===== src/rtc_defines.svh =====
// register map, field layout, reset values and timing for the calendar clock
// Operation
// - host reads and writes year, month, date, weekday, hour, minute and second counters.
// - any two-digit year divisible by four is leap; February then has 29 days.
// - one alarm raises the interrupt pin when enabled fields equal their settings.
// - every alarm field can join the match on its own.
// - fields switch in or out; excluded fields let the alarm repeat.
// - square-wave enable bit gates the square-wave pin.
// - square wave offers 1 Hz, 32 Hz, 1.024 kHz, 32.768 kHz from crystal.
// - all register access is two-wire serial, host master, device slave.
// - data line is only pulled low or released, never driven high.
// - a failed crystal sets the oscillator fail flag.
// - writing 0 clears the alarm flag; writing 1 leaves it unchanged.
// - an alarm field matches only while its disable bit is 0.
// - register addresses above 0FH get no acknowledge.
// - with square-wave enable at 0 the pin stays high impedance.
`ifndef RTC_DEFINES_SVH
`define RTC_DEFINES_SVH
`define REG_CTRL2 4'h1
`define REG_SEC 4'h2
`define REG_MIN 4'h3
`define REG_HOUR 4'h4
`define REG_DATE 4'h5
`define REG_WDAY 4'h6
`define REG_MON 4'h7
`define REG_YEAR 4'h8
`define REG_AL_MIN 4'h9
`define REG_AL_HOUR 4'hA
`define REG_AL_DATE 4'hB
`define REG_AL_WDAY 4'hC
`define REG_WAVE 4'hD
`define REG_ADDR_MAX 8'h0F
`define BIT_ALARM_FLAG 3
`define BIT_IRQ_EN 1
`define BIT_OSC_FAIL 7
`define BIT_FIELD_OFF 7
`define BIT_WAVE_EN 7
`define MASK_SEC 8'h7F
`define MASK_HOUR 8'h3F
`define MASK_WDAY 8'h07
`define MASK_MON 8'h1F
`define MASK_AL_HOUR 8'hBF
`define MASK_AL_WDAY 8'h87
`define SEC_MAX 8'h59
`define HOUR_MAX 8'h23
`define WDAY_MAX 8'h06
`define MON_MAX 8'h12
`define YEAR_MAX 8'h99
`define RST_WAVE_EN 1'b1
`define RST_RATE 2'h0
`define RST_OSC_FAIL 1'b1
`define RST_DAY_ONE 8'h01
`define RST_AL_FIELD 8'h80
`define RATE_32K 2'h0
`define RATE_1K 2'h1
`define RATE_32 2'h2
`define PRE_BIT_1K 4
`define PRE_BIT_32 9
`define PRE_BIT_1 14
// bus address, value is arbitrary
`define DEV_ADDR 7'h2C
`define CLK_PERIOD_PS 5000
`define OSC_FAIL_TIME_NS 100000
`define OSC_FAIL_CYC ((`OSC_FAIL_TIME_NS * 1000) / `CLK_PERIOD_PS)
`endif


===== src/rtc_pkg.sv =====
// types of the calendar clock
package rtc_pkg;
    typedef enum logic [2:0] {
        st_idle = 3'b000,
        st_addr = 3'b001,
        st_reg = 3'b010,
        st_ack = 3'b011,
        st_wr = 3'b100,
        st_rd = 3'b101,
        st_mack = 3'b110,
        st_ack_addr = 3'b111
    } link_state_t;

    typedef struct packed {
        logic scl_m, scl_s, scl_p, sda_m, sda_s, sda_p, xtal_m, xtal_s, xtal_p;
        link_state_t st;
        logic [3:0] bit_cnt;
        logic [7:0] shift;
        logic [7:0] tx;
        logic read_dir;
        logic [3:0] ptr;
        logic sda_drv;
        logic [7:0] sec, min, hour, date, wday, mon, year;
        logic [7:0] al_min, al_hour, al_date, al_wday;
        logic osc_fail_flag, alarm_pending_flag, alarm_irq_enable, square_wave_enable;
        logic [1:0] square_wave_rate_select;
        logic [14:0] pre;
        logic [19:0] wdog;
        logic irq_drv, wave_drv;
    } rtc_state_t;
endpackage

===== src/rtc_calendar.sv =====
// calendar clock with alarm, square wave and two-wire slave
`timescale 1ns/1ps
`include "rtc_defines.svh"
module rtc_calendar #(
    parameter logic [6:0] DEV_ADDR = `DEV_ADDR,
    parameter int OSC_FAIL_CYC = `OSC_FAIL_CYC
) (
    // clock and reset
    input wire logic i_clk,
    input wire logic i_srst,
    // crystal
    input wire logic i_xtal,
    // two-wire bus
    input wire logic i_scl,
    input wire logic i_sda,
    output logic o_sda_out,
    output logic o_sda_oen,
    // open-drain outputs
    output logic o_irq_out,
    output logic o_irq_oen,
    output logic o_square_wave_out,
    output logic o_square_wave_oen,
    // status
    output logic o_osc_fail
);
    rtc_pkg::rtc_state_t q;
    rtc_pkg::rtc_state_t d;
    logic scl_rise, scl_fall, start, stop, tick, hit, osf_set, wr, wave;
    logic [3:0] wptr;
    logic [7:0] wdat;
    logic [3:0] en;
    logic [3:0] mt;
    logic [8:0] t9;

    ////////////////////////////////////////////////////////////////////////////
    function automatic logic [8:0] bcd_inc(input logic [7:0] v, input logic [7:0] max,
                                           input logic [7:0] min, input logic en_i);
        if (!en_i)
            bcd_inc = {1'b0, v};
        else if (v >= max)
            bcd_inc = {1'b1, min};
        else if (v[3:0] == 4'h9)
            bcd_inc = {1'b0, 4'(v[7:4] + 4'h1), 4'h0};
        else
            bcd_inc = {1'b0, 8'(v + 8'h01)};
    endfunction

    function automatic logic is_leap(input logic [7:0] y);
        if (!y[4])
            is_leap = (y[3:0] == 4'h0) || (y[3:0] == 4'h4) || (y[3:0] == 4'h8);
        else
            is_leap = (y[3:0] == 4'h2) || (y[3:0] == 4'h6);
    endfunction

    function automatic logic [7:0] month_end(input logic [7:0] m, input logic [7:0] y);
        if (m == 8'h02)
            month_end = is_leap(y) ? 8'h29 : 8'h28;
        else if (m == 8'h04 || m == 8'h06 || m == 8'h09 || m == 8'h11)
            month_end = 8'h30;
        else
            month_end = 8'h31;
    endfunction

    function automatic logic [7:0] rd_reg(input rtc_pkg::rtc_state_t s, input logic [3:0] p);
        if (p == `REG_CTRL2)
            rd_reg = {4'h0, s.alarm_pending_flag, 1'b0, s.alarm_irq_enable, 1'b0};
        else if (p == `REG_SEC)
            rd_reg = {s.osc_fail_flag, s.sec[6:0]};
        else if (p == `REG_MIN)
            rd_reg = s.min;
        else if (p == `REG_HOUR)
            rd_reg = s.hour;
        else if (p == `REG_DATE)
            rd_reg = s.date;
        else if (p == `REG_WDAY)
            rd_reg = s.wday;
        else if (p == `REG_MON)
            rd_reg = s.mon;
        else if (p == `REG_YEAR)
            rd_reg = s.year;
        else if (p == `REG_AL_MIN)
            rd_reg = s.al_min;
        else if (p == `REG_AL_HOUR)
            rd_reg = s.al_hour;
        else if (p == `REG_AL_DATE)
            rd_reg = s.al_date;
        else if (p == `REG_AL_WDAY)
            rd_reg = s.al_wday;
        else if (p == `REG_WAVE)
            rd_reg = {s.square_wave_enable, 5'h00, s.square_wave_rate_select};
        else
            rd_reg = 8'h00;
    endfunction

    ////////////////////////////////////////////////////////////////////////////
    always_comb
    begin
        d = q;
        wr = 1'b0;
        wptr = 4'h0;
        wdat = 8'h00;
        t9 = 9'h000;
        // pins pass two flops before any logic looks at them
        d.scl_m = i_scl;
        d.scl_s = q.scl_m;
        d.scl_p = q.scl_s;
        d.sda_m = i_sda;
        d.sda_s = q.sda_m;
        d.sda_p = q.sda_s;
        d.xtal_m = i_xtal;
        d.xtal_s = q.xtal_m;
        d.xtal_p = q.xtal_s;
        scl_rise = q.scl_s & ~q.scl_p;
        scl_fall = ~q.scl_s & q.scl_p;
        start = q.scl_s & q.scl_p & q.sda_p & ~q.sda_s;
        stop = q.scl_s & q.scl_p & ~q.sda_p & q.sda_s;

        // crystal prescaler; a missing edge for too long means a dead oscillator
        tick = 1'b0;
        if (q.xtal_s & ~q.xtal_p)
        begin
            d.pre = 15'(q.pre + 15'h0001);
            d.wdog = 20'h00000;
            tick = (q.pre == 15'h7FFF);
        end
        else if (q.wdog != 20'(OSC_FAIL_CYC))
            d.wdog = 20'(q.wdog + 20'h00001);
        osf_set = (q.wdog == 20'(OSC_FAIL_CYC));

        // second tick ripples up the chain
        t9 = bcd_inc(q.sec, `SEC_MAX, 8'h00, tick);
        d.sec = t9[7:0];
        t9 = bcd_inc(q.min, `SEC_MAX, 8'h00, t9[8]);
        d.min = t9[7:0];
        t9 = bcd_inc(q.hour, `HOUR_MAX, 8'h00, t9[8]);
        d.hour = t9[7:0];
        if (t9[8])
            d.wday = (q.wday >= `WDAY_MAX) ? 8'h00 : 8'(q.wday + 8'h01);
        t9 = bcd_inc(q.date, month_end(q.mon, q.year), `RST_DAY_ONE, t9[8]);
        d.date = t9[7:0];
        t9 = bcd_inc(q.mon, `MON_MAX, `RST_DAY_ONE, t9[8]);
        d.mon = t9[7:0];
        t9 = bcd_inc(q.year, `YEAR_MAX, 8'h00, t9[8]);
        d.year = t9[7:0];

        // alarm checked once per minute, at the roll to second 00
        en = ~{q.al_min[`BIT_FIELD_OFF], q.al_hour[`BIT_FIELD_OFF],
               q.al_date[`BIT_FIELD_OFF], q.al_wday[`BIT_FIELD_OFF]};
        mt = {q.al_min[6:0] == d.min[6:0], q.al_hour[5:0] == d.hour[5:0],
              q.al_date[5:0] == d.date[5:0], q.al_wday[2:0] == d.wday[2:0]};
        hit = tick && (d.sec == 8'h00) && (en != 4'h0) && ((mt | ~en) == 4'hF);

        // two-wire slave
        if (start)
        begin
            d.st = rtc_pkg::st_addr;
            d.bit_cnt = 4'h0;
            d.sda_drv = 1'b0;
        end
        else if (stop)
        begin
            d.st = rtc_pkg::st_idle;
            d.sda_drv = 1'b0;
        end
        else if (scl_rise && q.st != rtc_pkg::st_idle)
        begin
            d.shift = {q.shift[6:0], q.sda_s};
            d.bit_cnt = 4'(q.bit_cnt + 4'h1);
        end
        else if (scl_fall)
        begin
            case (q.st)
                rtc_pkg::st_addr:
                    if (q.bit_cnt == 4'h8)
                    begin
                        d.st = (q.shift[7:1] == DEV_ADDR) ? rtc_pkg::st_ack_addr : rtc_pkg::st_idle;
                        d.sda_drv = (q.shift[7:1] == DEV_ADDR);
                        d.read_dir = q.shift[0];
                    end
                rtc_pkg::st_ack_addr:
                begin
                    d.bit_cnt = 4'h0;
                    d.tx = rd_reg(q, q.ptr);
                    d.sda_drv = q.read_dir & ~d.tx[7];
                    d.st = q.read_dir ? rtc_pkg::st_rd : rtc_pkg::st_reg;
                end
                rtc_pkg::st_reg:
                    if (q.bit_cnt == 4'h8)
                    begin
                        // out-of-range pointer is left unanswered
                        d.st = (q.shift <= `REG_ADDR_MAX) ? rtc_pkg::st_ack : rtc_pkg::st_idle;
                        d.sda_drv = (q.shift <= `REG_ADDR_MAX);
                        d.ptr = (q.shift <= `REG_ADDR_MAX) ? q.shift[3:0] : q.ptr;
                    end
                rtc_pkg::st_ack:
                begin
                    d.sda_drv = 1'b0;
                    d.bit_cnt = 4'h0;
                    d.st = rtc_pkg::st_wr;
                end
                rtc_pkg::st_wr:
                    if (q.bit_cnt == 4'h8)
                    begin
                        wr = 1'b1;
                        wptr = q.ptr;
                        wdat = q.shift;
                        d.ptr = 4'(q.ptr + 4'h1);
                        d.sda_drv = 1'b1;
                        d.st = rtc_pkg::st_ack;
                    end
                rtc_pkg::st_rd:
                    if (q.bit_cnt == 4'h8)
                    begin
                        d.sda_drv = 1'b0;
                        d.st = rtc_pkg::st_mack;
                    end
                    else
                    begin
                        d.tx = {q.tx[6:0], 1'b0};
                        d.sda_drv = ~q.tx[6];
                    end
                rtc_pkg::st_mack:
                    if (!q.shift[0])
                    begin
                        d.ptr = 4'(q.ptr + 4'h1);
                        d.tx = rd_reg(q, d.ptr);
                        d.sda_drv = ~d.tx[7];
                        d.bit_cnt = 4'h0;
                        d.st = rtc_pkg::st_rd;
                    end
                    else
                        d.st = rtc_pkg::st_idle;
                default:
                    d.st = rtc_pkg::st_idle;
            endcase
        end

        // host writes win over the tick that lands in the same cycle
        if (wr)
        begin
            if (wptr == `REG_CTRL2)
            begin
                d.alarm_irq_enable = wdat[`BIT_IRQ_EN];
                if (!wdat[`BIT_ALARM_FLAG])
                    d.alarm_pending_flag = 1'b0;
            end
            else if (wptr == `REG_SEC)
            begin
                d.sec = wdat & `MASK_SEC;
                d.pre = 15'h0000;
                if (!wdat[`BIT_OSC_FAIL])
                    d.osc_fail_flag = 1'b0;
            end
            else if (wptr == `REG_MIN)
                d.min = wdat & `MASK_SEC;
            else if (wptr == `REG_HOUR)
                d.hour = wdat & `MASK_HOUR;
            else if (wptr == `REG_DATE)
                d.date = wdat & `MASK_HOUR;
            else if (wptr == `REG_WDAY)
                d.wday = wdat & `MASK_WDAY;
            else if (wptr == `REG_MON)
                d.mon = wdat & `MASK_MON;
            else if (wptr == `REG_YEAR)
                d.year = wdat;
            else if (wptr == `REG_AL_MIN)
                d.al_min = wdat;
            else if (wptr == `REG_AL_HOUR)
                d.al_hour = wdat & `MASK_AL_HOUR;
            else if (wptr == `REG_AL_DATE)
                d.al_date = wdat & `MASK_AL_HOUR;
            else if (wptr == `REG_AL_WDAY)
                d.al_wday = wdat & `MASK_AL_WDAY;
            else if (wptr == `REG_WAVE)
            begin
                d.square_wave_enable = wdat[`BIT_WAVE_EN];
                d.square_wave_rate_select = wdat[1:0];
            end
        end
        // set beats a clear in the same cycle
        if (hit)
            d.alarm_pending_flag = 1'b1;
        if (osf_set)
            d.osc_fail_flag = 1'b1;

        if (q.square_wave_rate_select == `RATE_32K)
            wave = q.xtal_s;
        else if (q.square_wave_rate_select == `RATE_1K)
            wave = q.pre[`PRE_BIT_1K];
        else if (q.square_wave_rate_select == `RATE_32)
            wave = q.pre[`PRE_BIT_32];
        else
            wave = q.pre[`PRE_BIT_1];
        d.wave_drv = q.square_wave_enable & ~wave;
        d.irq_drv = q.alarm_pending_flag & q.alarm_irq_enable;
    end

    always_ff @(posedge i_clk)
    begin
        if (i_srst)
        begin
            q <= '0;
            q.square_wave_enable <= `RST_WAVE_EN;
            q.square_wave_rate_select <= `RST_RATE;
            q.osc_fail_flag <= `RST_OSC_FAIL;
            q.date <= `RST_DAY_ONE;
            q.mon <= `RST_DAY_ONE;
            q.al_min <= `RST_AL_FIELD;
            q.al_hour <= `RST_AL_FIELD;
            q.al_date <= `RST_AL_FIELD;
            q.al_wday <= `RST_AL_FIELD;
        end
        else
            q <= d;
    end

    // open drain: only ever pull low
    assign o_sda_out = 1'b0;
    assign o_sda_oen = ~q.sda_drv;
    assign o_irq_out = 1'b0;
    assign o_irq_oen = ~q.irq_drv;
    assign o_square_wave_out = 1'b0;
    assign o_square_wave_oen = ~q.wave_drv;
    assign o_osc_fail = q.osc_fail_flag;
endmodule


===== config.mk =====
export PLATFORM = sky130hd
export DESIGN_NAME = rtc_calendar
export DESIGN_NICKNAME = d
export VERILOG_FILES = /design/src/rtc_pkg.sv /design/src/rtc_calendar.sv
export VERILOG_INCLUDE_DIRS = /design/src
export SDC_FILE = /design/constraint.sdc
export NUM_CORES = 1
export LEC_CHECK = 0
export ABC_AREA = 1
export BUFFER_PORTS_ARGS = -buffer_cell sky130_fd_sc_hd__buf_4
export CORE_MARGIN = 2
export CORE_UTILIZATION = 45
export CTS_BUF_LIST = sky130_fd_sc_hd__clkbuf_2
export CTS_CLUSTER_DIAMETER = 100
export DETAILED_ROUTE_END_ITERATION = 16
export MAX_ROUTING_LAYER = met4
export PLACE_DENSITY = 0.64
export SLEW_MARGIN = 20
export SYNTH_ARGS = -nofsm -noshare
export SYNTH_HDL_FRONTEND = slang
export SYNTH_SLANG_ARGS = --single-unit

===== constraint.sdc =====
create_clock -name i_clk -period 7 [get_ports i_clk]
set_input_delay 0.7 -clock i_clk [delete_from_list [all_inputs] [get_ports i_clk]]
set_output_delay 0.7 -clock i_clk [all_outputs]
set_load 0.05 [all_outputs]

======== Word level (Yosys, flattened, before mapping) ========
Cells that the tools add are included.
storage, ports and cells
  ROM bits ................................ 0
  bits in writable memories ............... 0
  bits in registers ....................... 163
  output and inout port bits .............. 7
  latch bits .............................. 0
  memories kept ........................... 0
cells by class
  equal/unequal tests ..................... 87
  reductions and logical operators ........ 44
  div/mod/pow operators ................... 0
  order comparisons ....................... 8
  add/subtract/negate cells ............... 17
  multipliers ............................. 0
  bitwise operators ....................... 42
  muxes and demuxes ....................... 160
  shift operators ......................... 0
operators by type and width
  cell                 number
  $mux 8               68
  $mux 109             1
  $eq 4x4->1 const B   27
  $mux 9               10
  $mux 89              1
  $mux 80              1
  $mux 72              1
  $mux 64              1
  $mux 3               19
  $add 8x1->8 const B  7
  $eq 4x3->1 const B   14
  $mux 56              1
  $mux 48              1
  $mux 40              1
  $mux 4               9
  $add 4x1->4 const B  8
  $mux 32              1
  $mux 15              2
  $mux 5               6
  $eq 4x2->1 const B   7
  $mux 14              2
  $not 1->1            28
  $mux 25              1
  $mux 1               24
  63 further kinds     117

======== Longest topological paths before layout ========
  word-level depth ........................ 28
  mapped depth ............................ 22

======== Least setup slack after synthesis ========
OpenSTA, ideal clock, no wires.
  path kind ............................... reg-to-reg
  start point ............................. reg q[153] (netlist bit)
  end point ............................... reg q[73] (netlist bit)
  required time ........................... 6.884 ns
  arrival ................................. 2.588 ns
  path slack .............................. 4.296 ns
  path buffers ............................ 1
  period minus slack after synthesis ...... 2.704 ns
  cell stages (with the launch flop) ...... 20
  cells stage by stage .................... dfxtp_1 inv_1 ha_1 nand2_4 nor2_4 inv_2 nor2_8 inv_4 nor2_1 inv_1 ha_1 inv_1 nor2_4 inv_2 nand2_1 nor3_4 nand3_2 buf_6 o21ai_2 a21oi_2
between the ends
  cells in the longest elaborated chain, start to end .. 10
  elaborated cells between the ends (all ways) .. 37
  classes of those cells .................. 10 x eq/ne; 18 x mux; 8 x bitwise; 1 x reduce/logical
RTL lines
  what                                          RTL line             source
  from (decl)                                   rtc_calendar.sv:26   rtc_pkg::rtc_state_t q;
  $eq 4x4->1 (*)                                rtc_calendar.sv:202  if (q.bit_cnt == 4'h8)
  $mux 4                                        rtc_calendar.sv:202
  $mux 4                                        rtc_calendar.sv:172  case (q.st)
  $mux 4                                        rtc_calendar.sv:170  else if (scl_fall)
  $mux 4                                        rtc_calendar.sv:165  else if (scl_rise && q.st != rtc_pkg::st_idle)
  $mux 4                                        rtc_calendar.sv:160  else if (stop)
  $mux 4                                        rtc_calendar.sv:154  if (start)
  $eq 4x4->1 (no line) (tied with other cells)  n/a
  $not 1->1 (no line)                           n/a
  $reduce_and 10->1 (no line)                   n/a
Mark *: on every way between the ends. The rest lies on a longest branch, timed or not.
A chain may end at the register's enable or synchronous reset.

======== Worst setup path after layout ========
  start point ............................. reg q[153] (netlist bit)
  end point ............................... reg q[99] (netlist bit)
between the ends
  cells in the longest elaborated chain, start to end .. 14
  elaborated cells between the ends (all ways) .. 30
  classes of those cells .................. 6 x eq/ne; 24 x mux
RTL lines
  what                  RTL line             source
  $eq 4x4->1 (*)        rtc_calendar.sv:202
  $mux 4                rtc_calendar.sv:202
  $mux 4                rtc_calendar.sv:172
  $mux 4                rtc_calendar.sv:170
  $mux 4                rtc_calendar.sv:165
  $mux 4                rtc_calendar.sv:160
  $mux 4                rtc_calendar.sv:154
  $eq 4x3->1 (no line)  n/a
  $mux 8                rtc_calendar.sv:258  else if (wptr == `REG_DATE)
  $mux 64               rtc_calendar.sv:256  else if (wptr == `REG_HOUR)
  $mux 72               rtc_calendar.sv:254  else if (wptr == `REG_MIN)
  $mux 80               rtc_calendar.sv:247  else if (wptr == `REG_SEC)
  $mux 89               rtc_calendar.sv:241  if (wptr == `REG_CTRL2)
  $mux 109 (*)          rtc_calendar.sv:239  if (wr)
Mark *: on every way between the ends. The rest lies on a longest branch, timed or not. The select of a mux whose other input is x is not followed.

==> impl_metrics.toml <==
[worst_setup_path]
crit_start = "q[153]$_SDFFE_PP0P_"
max_stage_delay_ns = 0.41
r2r-start = "q[153]$_SDFFE_PP0P_"
startpoint_type = "flip-flop"
worstPathArrival_ns = 4.40
crit_path_frequent_cell = "inv_1"
slowest_stage = "dfxtp_1"
worst-path-buf-inv = 8
cp-end-kind = "flip-flop"
crit_required_ns = 7.74
critPathTopFamily = "buffers and inverters"
path_cells = "inv_1, ha_1, nand2_4, nor2_4, inv_2, nor2_8, inv_4, nor2_1, inv_1, ha_1, inv_1, nor2_4, inv_2, nand2_1, nor3_1, buf_4, inv_1, a21oi_1, o21ai_0"
path_max_fanout = 16
criticalPathCategory = "flip-flop to flip-flop"

[clocking]
cts_sinks = 162
clk_pin_slew_ns = 0.31
htree_levels = 4
postCtsSetupRepairBufs = 0
cts_buffers = 17
clockBufferDepth = 2
ctsResizeCount = 0
tritoncts = "done"
clkLatencyLatePin_ns = 0.81
holdBufCountCts = 0
cts_root_buf = "clkbuf_2"

[global_routing]
antenna_found_initial = 2
grt-ovfl-total = 0
gr-usage-all-layers_pct = 32.2
grt_max_degree = 55
grt_first_pass_wirelength_um = 63600
grt_pass1_vias = 11007

[yosys]
ys_ff_latch = 162
synth_area_um2 = 11500
synth_edf_count = 0
syn_inst = 1826
syn_area_per_cell_um2 = 6.27
yosysSeqAreaShare_pct = 28.3
yosysWarningCount = 0
synth_cell_types = 63
synthArstFlopShare_pct = 0
synth_ff_type = "dfxtp_1"

[sta]
hold_ws_ns = 0.0873
post-route-min-period_ns = 3.66
post-route-period-util_pct = 52.3
fin_setup_tns_ns = 0
maxSlewViolCount = 0
max_freq_mhz = 273
rsz0062_at_grt = "no"
setup_violations = 0
hold_viol = 0
fin_worst_skew_ns = 0.0674
worst_pin_slew_ns = 0.900
worst_slack_ns = 3.34
slew-limit-headroom_pct = 39.4

[die]
start_util_pct = 45.6
die_h_um = 164
io_pins = 12
dieArea_um2 = 26700
rows = 58
fp.coreArea_um2 = 25100
die-width_um = 164

[finish]
stdcell_area_um2 = 12100
final_common_cell = "nand2_1"
layout_common_cells = "nand2_1, inv_1, dfxtp_1, nor2_1, o21ai_0"
final_core_util_pct = 48.0
areaGrowthSynthToFinish_pct = 5.28
regArea_um2 = 3240
filler_cell_count = 2733
final_cells = 2167
multi_input_area_um2 = 6760
nets = 1862
drive_gt1_share_pct = 7.30

[place]
preCtsSetupSlack_ns = 3.45
placed_cells = 2133
placed_cell_area_um2 = 11800
dp_hpwl_um = 31800
place_congestion = 1.06
placement.io_buffers = 8

[drt]
routedWlPerCell_um = 18.8
drt-total-wl_um = 40800
num_vias = 12272
drtPass1Iterations = 8
drt_iter0_drc = 1579
drtAntennaViolNets = 0
avgViaCountPerCell = 5.66
drc = 0

[min_path]
hold_start = "i_scl"
hp-class = "input port to flip-flop"

[power]
fin_total_pwr_mw = 1.58
p_per_area_nw_per_um2 = 131
vdd_drop_max_mv = 0.0939
p_leak_nw = 5.47

[outcome]
run_status = "complete, no violations"

[job]
max_cap_viol_count = 0
worst paths after layout:
check	slack, ns	end	cells after the start
hold reg to reg	0.39	d[166]$_SDFF_PP0_	2
setup reg to reg	3.34	q[99]$_SDFF_PP1_	19
hold / removal	0.09	d[167]$_SDFF_PP0_	3
setup / recovery	3.34	q[99]$_SDFF_PP1_	19
cell usage after synthesis (9+ instances only):
cell type | n | area (µm²)
inv_1 | 304 | 1140
nor2_2 | 9 | 56.3
a211oi_1 | 9 | 67.6
o21ai_1 | 16 | 80.1
nor4_1 | 10 | 62.6
a21oi_1 | 141 | 706
ha_1 | 35 | 438
o21ai_0 | 149 | 746
nand3_1 | 120 | 601
nand2_2 | 9 | 56.3
inv_2 | 17 | 63.8
clkbuf_1 | 18 | 67.6
buf_2 | 10 | 50.1
nor2_4 | 10 | 113
nand2_1 | 413 | 1550
nor2_1 | 153 | 574
nor3_1 | 35 | 175
nand4_1 | 40 | 250
o211ai_1 | 29 | 218
xor2_1 | 17 | 149
dfxtp_1 | 162 | 3240
a31oi_1 | 11 | 68.8
routing by layer:
layer	wire, µm	up-vias	global-route usage [%]
met5	0	-	-
met4	1390	0	11.6
met3	3430	77	6.70
met2	17400	500	46.8
met1	18600	5717	43.9
li1	-	5978	-
power breakdown:
part           switching (mW)  total, mW  leakage (nW)  internal [mW]
Clock                   0.416      0.601         0.164          0.185
Sequential            0.00237      0.933          1.31          0.931
Combinational          0.0338     0.0447          4.00         0.0109
flip-flops by register name, summed over array words and instances, names as in the netlist:
| name | flops |
|---|---|
| o_osc_fail | 1 |
| q | 155 |
| d | 6 |
area by class of cell:
| class | count | area share, % |
|---|---|---|
| timing repair buffer | 18 | 1.12 |
| clock inverter | 15 | 1.54 |
| clock buffer | 17 | 0.706 |
| tap | 330 | 3.42 |
| multi-input combinational | 1296 | 56.1 |
| inverter | 327 | 10.2 |
| sequential | 162 | 26.9 |
| antenna | 2 | 0.0415 |
worst reg2reg max path, stage by stage (launching register included):
cell     delay (ns)
dfxtp_1        0.41
inv_1          0.07
ha_1           0.19
nand2_4        0.09
nor2_4         0.12
inv_2          0.07
nor2_8         0.17
inv_4          0.10
nor2_1         0.20
inv_1          0.10
ha_1           0.27
inv_1          0.25
nor2_4         0.14
inv_2          0.30
nand2_1        0.18
nor3_1         0.37
buf_4          0.28
inv_1          0.10
a21oi_1        0.11
o21ai_0        0.10
logic make-up (layout without fill, tap and decap cells):
family	after synthesis	in the layout	synth area share, %
compound gates	391	391	19.4
xor+xnor	23	23	1.76
fa+ha+maj	35	35	3.82
buf+inv	370	377	12.7
flops	162	162	28.3
other cells	1	5	0.0327
simple gates	844	844	33.9
Note: power is estimated with default switching activity, not from simulation.
